==> src/include/cpu_regs_defs.vh <==
`ifndef CPU_REGS_DEFS_VH
`define CPU_REGS_DEFS_VH

// Register port indices
`define REG_ACC_A        4'h0
`define REG_ACC_B        4'h1
`define REG_ACC_E        4'h2
`define REG_IDX1         4'h3
`define REG_IDX2         4'h4
`define REG_IDX3         4'h5
`define REG_STACK        4'h6
`define REG_PC           4'h7
`define REG_CCR          4'h8
`define REG_BANKS        4'h9
`define REG_MAP          4'ha
`define REG_STATUS       4'hb
`define REG_ADDR_LO      4'hc
`define REG_ADDR_HI      4'hd

// Condition code field positions
`define CCR_STOP         15
`define CCR_MV           14
`define CCR_H            13
`define CCR_EV           12
`define CCR_N            11
`define CCR_Z            10
`define CCR_V            9
`define CCR_C            8
`define CCR_IP_HI        7
`define CCR_IP_LO        5
`define CCR_SM           4
`define CCR_PK_HI        3
`define CCR_PK_LO        0

// Reset values
`define CCR_RESET        16'h80e0
`define MAP_RESET        1'b1

// Vector table, bank 0
`define VEC_BANKS        20'h00000
`define VEC_PC           20'h00002
`define VEC_SP           20'h00004
`define VEC_IZ           20'h00006

// Bus address decode
`define CTRL_HI_ONES     3'h7
`define CTRL_BLK_LO      20'hff700
`define CTRL_BLK_HI      20'hffc3f
`define INTEG_CFG_EA     20'hffa00
`define GAP_LO           24'h080000
`define GAP_HI           24'hf7ffff

`endif

==> src/core/bus_addr_map.v <==
`timescale 1ns/100ps
`include "cpu_regs_defs.vh"

module bus_addr_map (
	input  wire [19:0] cpu_addr,
	input  wire        fetch,
	input  wire        module_map_select,
	output wire [23:0] bus_addr,
	output wire        ctrl_hit,
	output wire        integ_cfg_hit
);
	wire [19:0] eff_addr;

	// Fetches are forced word aligned
	assign eff_addr = {cpu_addr[19:1], cpu_addr[0] & ~fetch};
	// Bit 19 sign-extends, so the gap range never appears on the bus
	assign bus_addr = {{4{eff_addr[19]}}, eff_addr};
	// Control block lives at %M111; with the map bit clear it is unreachable
	assign ctrl_hit = (bus_addr[23:20] == {module_map_select, `CTRL_HI_ONES}) &&
		(eff_addr >= `CTRL_BLK_LO) && (eff_addr <= `CTRL_BLK_HI);
	assign integ_cfg_hit = ctrl_hit && (eff_addr == `INTEG_CFG_EA);
endmodule // bus_addr_map

==> src/core/stack_addr_unit.v <==
`timescale 1ns/100ps

module stack_addr_unit (
	input  wire [19:0] cur,
	input  wire        push,
	input  wire        pull,
	input  wire        byte_size,
	output wire [19:0] next_addr
);
	wire [19:0] step;

	assign step = byte_size ? 20'h00001 : 20'h00002;
	// Stack grows downward; pointer names the next free slot
	assign next_addr = push ? cur - step : (pull ? cur + step : cur);
endmodule // stack_addr_unit

==> src/core/cpu_register_model_addr_map.v <==
// Overview of operation
// - Control block bus bits 23:20 equal the map bit then three ones.
// - Bus bits 19:0 follow processor address; bits 23:20 copy bit 19.
// - Bus never carries addresses 0x080000 through 0xF7FFFF.
// - Map bit clear moves control block out of reach until reset; the code also lets a REG_MAP write of 1 set it again.
// - Integration config register answers effective address 0xFFA00.
// - Reset and exception vectors sit fixed in bank 0.
// - Vectors hold 16-bit bank-0 handler addresses only; the code loads the reset handler bank (PK) from vector word 0.
// - Reset fetches four words: banks, PC, SP, third index.
// - One linear 1 MB space of sixteen 64 KB banks; registers unmapped.
// - Two 8-bit accumulators form D; separate 16-bit accumulator E.
// - Three 16-bit index registers each with 4-bit bank field.
// - Third index and bank load from reset vector as direct page.
// - Stack address decrements on push, increments on pull.
// - Stack points to next free slot; word or byte steps allowed.
// - Program counter plus bank fetches with address bit 0 zero.
// - Condition code register bit layout as defined in header.
// - Stop bit zero halts clock on halt instruction, else no-op.
// - Interrupt priority field 0 to 7 masks interrupt requests.
// - Extension on address bits 19:16, register on bits 15:0.
//
// Implementation choices: the register offsets and the strobed register port.
`timescale 1ns/100ps
`include "cpu_regs_defs.vh"

module cpu_register_model_addr_map (
	input  wire        ref_clk,
	input  wire        rst,
	input  wire [3:0]  reg_addr,
	input  wire [15:0] reg_wdata,
	input  wire        reg_wr,
	input  wire        reg_rd,
	output reg  [15:0] reg_rdata,
	input  wire [15:0] mem_rdata,
	output reg  [23:0] bus_addr,
	output reg         bus_rd,
	output reg         fn_program,
	input  wire        push,
	input  wire        pull,
	input  wire        byte_size,
	input  wire        halt_instr,
	input  wire [2:0]  irq_level,
	output reg         irq_take,
	output reg         clk_stop,
	output reg         core_ready
);
	localparam ST_VEC   = 2'h0;
	localparam ST_RUN   = 2'h1;
	localparam ST_STOP  = 2'h2;

	reg  [1:0]  state;
	reg  [1:0]  vec_idx;
	reg  [7:0]  acc_a;
	reg  [7:0]  acc_b;
	reg  [15:0] acc_e;
	reg  [15:0] index_reg_1;
	reg  [15:0] index_reg_2;
	reg  [15:0] index_reg_3;
	reg  [3:0]  index_bank_1;
	reg  [3:0]  index_bank_2;
	reg  [3:0]  index_bank_3;
	reg  [15:0] stack_ptr;
	reg  [3:0]  stack_bank;
	reg  [15:0] prog_counter;
	reg  [15:0] condition_code_register;
	reg         module_map_select;
	reg  [2:0]  irq_sync1;
	reg  [2:0]  irq_sync2;
	reg         last_ctrl_hit;
	reg         last_integ_hit;
	reg  [19:0] next_cpu_addr;
	reg         next_fetch;
	reg  [15:0] next_rdata;

	wire [15:0] acc_d;
	wire [3:0]  program_bank;
	wire [2:0]  irq_mask_level;
	wire [19:0] stack_addr;
	wire [19:0] next_stack_addr;
	wire [23:0] mapped_addr;
	wire        ctrl_hit;
	wire        integ_cfg_hit;

	assign acc_d = {acc_a, acc_b};
	assign program_bank = condition_code_register[`CCR_PK_HI:`CCR_PK_LO];
	assign irq_mask_level = condition_code_register[`CCR_IP_HI:`CCR_IP_LO];
	assign stack_addr = {stack_bank, stack_ptr};

	// Vector fetch during reset sequence, otherwise instruction fetch
	always @* begin
		next_fetch = 1'b1;
		if (state == ST_VEC) begin
			next_cpu_addr = {17'h00000, vec_idx, 1'b0};
		end else begin
			next_cpu_addr = {program_bank, prog_counter};
		end
	end

	bus_addr_map u_map (
		.cpu_addr          (next_cpu_addr),
		.fetch             (next_fetch),
		.module_map_select (module_map_select),
		.bus_addr          (mapped_addr),
		.ctrl_hit          (ctrl_hit),
		.integ_cfg_hit     (integ_cfg_hit)
	);

	stack_addr_unit u_stack (
		.cur       (stack_addr),
		.push      (push & (state == ST_RUN)),
		.pull      (pull & (state == ST_RUN)),
		.byte_size (byte_size),
		.next_addr (next_stack_addr)
	);

	// Pin level crosses in from outside the clock domain
	always @(posedge ref_clk or posedge rst) begin
		if (rst) begin
			irq_sync1 <= 3'h0;
			irq_sync2 <= 3'h0;
		end else begin
			irq_sync1 <= irq_level;
			irq_sync2 <= irq_sync1;
		end
	end

	always @* begin
		case (reg_addr)
			`REG_ACC_A:   next_rdata = {8'h00, acc_a};
			`REG_ACC_B:   next_rdata = {8'h00, acc_b};
			`REG_ACC_E:   next_rdata = acc_e;
			`REG_IDX1:    next_rdata = index_reg_1;
			`REG_IDX2:    next_rdata = index_reg_2;
			`REG_IDX3:    next_rdata = index_reg_3;
			`REG_STACK:   next_rdata = stack_ptr;
			`REG_PC:      next_rdata = prog_counter;
			`REG_CCR:     next_rdata = condition_code_register;
			`REG_BANKS:   next_rdata = {index_bank_1, index_bank_2, index_bank_3, stack_bank};
			`REG_MAP:     next_rdata = {15'h0000, module_map_select};
			`REG_STATUS:  next_rdata = {11'h000, last_integ_hit, last_ctrl_hit, clk_stop,
				state};
			`REG_ADDR_LO: next_rdata = bus_addr[15:0];
			`REG_ADDR_HI: next_rdata = {8'h00, bus_addr[23:16]};
			default:      next_rdata = 16'h0000;
		endcase
	end

	always @(posedge ref_clk or posedge rst) begin
		if (rst) begin
			state                   <= ST_VEC;
			vec_idx                 <= 2'h0;
			acc_a                   <= 8'h00;
			acc_b                   <= 8'h00;
			acc_e                   <= 16'h0000;
			index_reg_1             <= 16'h0000;
			index_reg_2             <= 16'h0000;
			index_reg_3             <= 16'h0000;
			index_bank_1            <= 4'h0;
			index_bank_2            <= 4'h0;
			index_bank_3            <= 4'h0;
			stack_ptr               <= 16'h0000;
			stack_bank              <= 4'h0;
			prog_counter            <= 16'h0000;
			condition_code_register <= `CCR_RESET;
			// Reset sets the map bit again; a REG_MAP write of 1 also restores it
			module_map_select       <= `MAP_RESET;
			reg_rdata               <= 16'h0000;
			bus_addr                <= 24'h000000;
			bus_rd                  <= 1'b0;
			fn_program              <= 1'b0;
			irq_take                <= 1'b0;
			clk_stop                <= 1'b0;
			core_ready              <= 1'b0;
			last_ctrl_hit           <= 1'b0;
			last_integ_hit          <= 1'b0;
		end else begin
			reg_rdata      <= reg_rd ? next_rdata : 16'h0000;
			bus_addr       <= mapped_addr;
			bus_rd         <= (state != ST_STOP);
			// Vector and instruction fetches go to program space
			fn_program     <= (state != ST_STOP);
			last_ctrl_hit  <= ctrl_hit;
			last_integ_hit <= integ_cfg_hit;
			irq_take       <= (state == ST_RUN) &&
				((irq_sync2 > irq_mask_level) || (irq_sync2 == 3'h7));
			{stack_bank, stack_ptr} <= next_stack_addr;
			case (state)
				ST_VEC: begin
					// Data returned for the address issued last cycle
					case (vec_idx)
						2'h1: begin
							index_bank_3 <= mem_rdata[11:8];
							stack_bank   <= mem_rdata[7:4];
							condition_code_register[`CCR_PK_HI:`CCR_PK_LO] <= mem_rdata[3:0];
						end
						2'h2: prog_counter <= mem_rdata;
						2'h3: stack_ptr <= mem_rdata;
						default: begin
						end
					endcase
					vec_idx <= vec_idx + 2'h1;
					if (vec_idx == 2'h3) begin
						state <= ST_RUN;
					end
				end
				ST_RUN: begin
					// Last vector word lands on entry to run
					if (!core_ready) begin
						index_reg_3 <= mem_rdata;
						core_ready  <= 1'b1;
					end
					if (halt_instr && !condition_code_register[`CCR_STOP]) begin
						state    <= ST_STOP;
						clk_stop <= 1'b1;
					end else begin
						// Halt with stop bit set falls through as a no-op
						prog_counter <= {prog_counter[15:1], 1'b0} + 16'h0002;
					end
				end
				ST_STOP: begin
					clk_stop <= 1'b1;
				end
				default: begin
					state <= ST_VEC;
				end
			endcase
			// Software writes win over the sequencer in the same cycle
			if (reg_wr) begin
				case (reg_addr)
					`REG_ACC_A:  acc_a <= reg_wdata[7:0];
					`REG_ACC_B:  acc_b <= reg_wdata[7:0];
					`REG_ACC_E:  acc_e <= reg_wdata;
					`REG_IDX1:   index_reg_1 <= reg_wdata;
					`REG_IDX2:   index_reg_2 <= reg_wdata;
					`REG_IDX3:   index_reg_3 <= reg_wdata;
					`REG_STACK:  stack_ptr <= reg_wdata;
					`REG_PC:     prog_counter <= reg_wdata;
					`REG_CCR:    condition_code_register <= reg_wdata;
					`REG_BANKS: begin
						index_bank_1 <= reg_wdata[15:12];
						index_bank_2 <= reg_wdata[11:8];
						index_bank_3 <= reg_wdata[7:4];
						stack_bank   <= reg_wdata[3:0];
					end
					// Clearing this bit hides the control block; software must not
					`REG_MAP:    module_map_select <= reg_wdata[0];
					default: begin
					end
				endcase
			end
		end
	end
endmodule // cpu_register_model_addr_map

==> config.mk <==
export PLATFORM = sky130hd
export DESIGN_NAME = cpu_register_model_addr_map
export DESIGN_NICKNAME = d
export VERILOG_FILES = /design/src/core/bus_addr_map.v /design/src/core/stack_addr_unit.v /design/src/core/cpu_register_model_addr_map.v
export VERILOG_INCLUDE_DIRS = /design/src /design/src/include
export SDC_FILE = /design/constraint.sdc
export NUM_CORES = 1
export LEC_CHECK = 0
export BUFFER_PORTS_ARGS = -buffer_cell sky130_fd_sc_hd__clkbuf_2
export CORE_MARGIN = 1.5
export CORE_UTILIZATION = 35
export CTS_CLUSTER_SIZE = 28
export DETAILED_ROUTE_END_ITERATION = 6
export PLACE_DENSITY = 0.59
export SETUP_SLACK_MARGIN = 0.5
export SYNTH_ARGS = -nofsm -noshare
export SYNTH_HDL_FRONTEND = slang
export SYNTH_HIERARCHICAL = 1
export SYNTH_SLANG_ARGS = --single-unit
==> constraint.sdc <==
create_clock -name ref_clk -period 12.65 [get_ports ref_clk]
set_clock_uncertainty 0.2 [all_clocks]
set_input_delay 0.6325 -clock ref_clk [delete_from_list [all_inputs] [get_ports ref_clk]]
set_output_delay 0.6325 -clock ref_clk [all_outputs]
set_load 0.005 [all_outputs]
==> reports/results.ini <==
[status]
outcome = finished with violations
violations = DRC

[final_layout]
fillCellCount = 3030
drive_above_1_share_pct = 24.3
diodes = 0
area_growth_syn_to_layout_pct = 12.2
multi_input_area_mm2 = 0.00531
seq_area_mm2 = 0.00504
num-nets-final = 1148
final_common_cell = dfrtp_1
fin_util_pct = 40.1
final_cell_mix = dfrtp_1 (196), clkbuf_2 (91), mux2_2 (90), nand2_1 (82), mux2i_1 (71)

[worst_setup_path]
r2r-end = stack_bank[2]
worstRegToRegCells = 10
crit_path_max_incr_delay_ns = 0.68
r2r-start = state[0]
critPathLaunchType = register
worst_setup_path_end_kind = register
crit_required_ns = 12.88
path_max_fanout = 22
crit_chain = buf_4 > nor2b_1 > and2_1 > nand2b_1 > or4_4 > o2bb2a_4 > nor3_2 > xnor2_1 > mux2i_1 > o21ai_0
path_class = reg -> reg
reg2reg_slack_ns = 8.97
arrival_ns = 3.91
slowest_stage = nor2b_1

[placed_design]
port-buffer-count = 91
dp_slack_ns = 9.03
place.gp.congestion = 0.893
hpwl_mm = 26.6

[pwr]
seqPwrFrac_pct = 44.9
switchingPower_uw = 569
clkPwrFrac_pct = 38.6
switching_share_pct = 29.2
intPower_mw = 1.38
combPwrFrac_pct = 16.5
power_density_mw_per_mm2 = 158
power_mw = 1.95
leakagePower_nw = 5.09
peakVddDrop_mv = 0.0807

[drt]
route.antenna.remaining_nets = 0
via_per_inst = 5.87
wl_mm = 38.2
drt_iter0_drc = 838
vias = 8811
wl_per_cell_um = 25.4
drc = 4
dr.pass1.iters = 7

[timing]
fmax_ghz = 0.272
final_hold_viol_count = 0
tightest_slew_ns = 1.23
setup_viol = 0
timing.final.ws_setup_ns = 8.97
fin_crit_ns = 3.68
slew-limit-headroom_pct = 18.2
layout_worst_path_cycle_share_pct = 29.1
setup_tns_ns = 0
rsz0062_at_grt = false
holdWs_ns = 0.0195
drv_slew = 0

[logic_synthesis]
synth_edf_count = 0
ys.flop_type = dfrtp_1
syn_area_per_cell_um2 = 10.4
ys_seq_elements = 201
synthesis.instances = 1060
netlist_area_mm2 = 0.0110
ys_types = 80
synth_nets = 1120
synthArstFlopShare_pct = 100
synth-seq-area-share_pct = 45.9
yosys_warnings = 6

[clock_network]
h-tree-depth = 1
cts_hold_buf = 0
clock_latency_ns = 0.53
clock_sinks = 201
cts_max_path_buffers = 3
numCtsBuffers = 25
root_buffer = clkbuf_16
cts_resized = 0
path_clk_slew_ns = 0.06
cts_setup_buffers = 0
cts_tree = built

[floorplanning]
die_w_um = 180
start_util_pct = 35.7
rows = 64
die_area_mm2 = 0.0325
core_mm2 = 0.0307
die_y_um = 180
ios = 92

[min_path]
hold_path_class = in -> reg
min-delay-start = irq_level[2]
holdPathEnd = irq_sync1[2]
hold_depth = 1

[global_routing]
grt_max_degree = 120
grt_usage_pct = 23.2
grt_pass1_vias = 8460
antenna_found_initial = 0
grt_overflow_total = 0
grt_first_pass_wirelength_mm = 56.1

[run]
maxCapViolCount = 0

final cells by class:
type | count | area share [%]
repair buffers | 103 | 4.43
well taps | 396 | 4.02
flip-flops and latches | 201 | 40.9
multi-input cells | 739 | 43.0
clock buffers | 33 | 5.72
inverters | 18 | 0.609
clock inverters | 11 | 1.33
Yosys cell counts, drive strengths merged (4+ instances only):
cell	n	area [µm²]
clkbuf	31	116
and4	4	35.0
nand2	84	320
o22ai	5	31.3
o211ai	6	45.0
nand2b	10	72.6
or2	4	25.0
a31oi	22	138
a22oi	19	143
nor3	17	128
ha	11	138
nand3	27	140
xnor2	14	123
a21oi	50	250
mux2i	71	711
o21ai	71	355
buf	71	465
a211oi	4	30.0
inv	18	67.6
o32ai	5	43.8
mux2	94	1060
nor4	6	43.8
a32o	4	40.0
a221oi	8	70.1
xor2	9	78.8
and2	10	62.6
nor2	64	250
a2bb2oi	4	35.0
and3	7	43.8
a22o	13	114
nor2b	37	231
or3	7	50.1
dfstp	5	131
nand4	10	68.8
a32oi	4	35.0
dfrtp	196	4900
per-stage QoR:
step | instance area, µm² | cells
after floorplan | 11000 | 1060
after global placement | 11500 | 1457
after detailed placement | 11500 | 1457
after CTS | 12300 | 1501
after global routing | 12300 | 1501
final | 12300 | 1501
cell families (layout without fill, tap and decap cells):
| group | Yosys count | count (layout) | share of synthesized area, % |
|---|---|---|---|
| XOR/XNOR | 23 | 23 | 1.83 |
| buffers and inverters | 120 | 165 | 5.91 |
| AO/OA/AOI/OAI | 237 | 237 | 14.0 |
| multiplexers | 166 | 166 | 16.3 |
| AND/OR/NAND/NOR | 299 | 299 | 14.4 |
| adder cells (fa/ha/maj) | 13 | 13 | 1.62 |
| other | 1 | 1 | 0.0341 |
| flip-flops | 201 | 201 | 45.9 |
power by group through the flow:
| stage | clock network [mW] | logic (mW) | registers, mW |
|---|---|---|---|
| after floorplan | 0 | 0.243 | 0.830 |
| after global placement | 0 | 0.309 | 0.881 |
| after detailed placement | 0 | 0.318 | 0.882 |
| after CTS | 0.763 | 0.320 | 0.872 |
| after global routing | 0.786 | 0.351 | 0.887 |
| final | 0.752 | 0.322 | 0.876 |
sequential cells by signal, summed over array words and instances (netlist names), 8 cells and up:
signal,flops
index_reg_2,16
acc_a,8
index_reg_3,16
index_reg_1,16
acc_e,16
reg_rdata,16
stack_ptr,16
condition_code_register,16
bus_addr,24
prog_counter,16
acc_b,8
worst max-delay path: cells and delay by family (launching register included):
family / cells / cell delay (ns)
simple gates: 5 / 2.09
compound gates: 2 / 0.45
flops: 1 / 0.32
buf+inv: 1 / 0.27
xor+xnor: 1 / 0.17
mux: 1 / 0.09
layer usage:
metal	vias to the layer above	global-route usage (%)	routed length (µm)
li1	3850	-	-
met4	0	9.08	1610
met1	4402	31.7	15900
met5	-	0	0
met3	94	5.30	3480
met2	465	35.8	17200
how the worst max path moves through the flow:
stage / depth (start not counted) / from / slack (ns) / end
floorplan: 1 / rst / 6.34 / acc_a[0]
global placement: 10 / state[0] / 9.08 / stack_bank[2]
detailed placement: 5 / reg_addr[3] / 9.03 / condition_code_register[11]
CTS: 10 / state[0] / 9.05 / stack_bank[2]
global route: 10 / state[0] / 8.80 / stack_bank[2]
finish: 10 / state[0] / 8.97 / stack_bank[2]
Note: power is estimated with default switching activity, not from simulation.
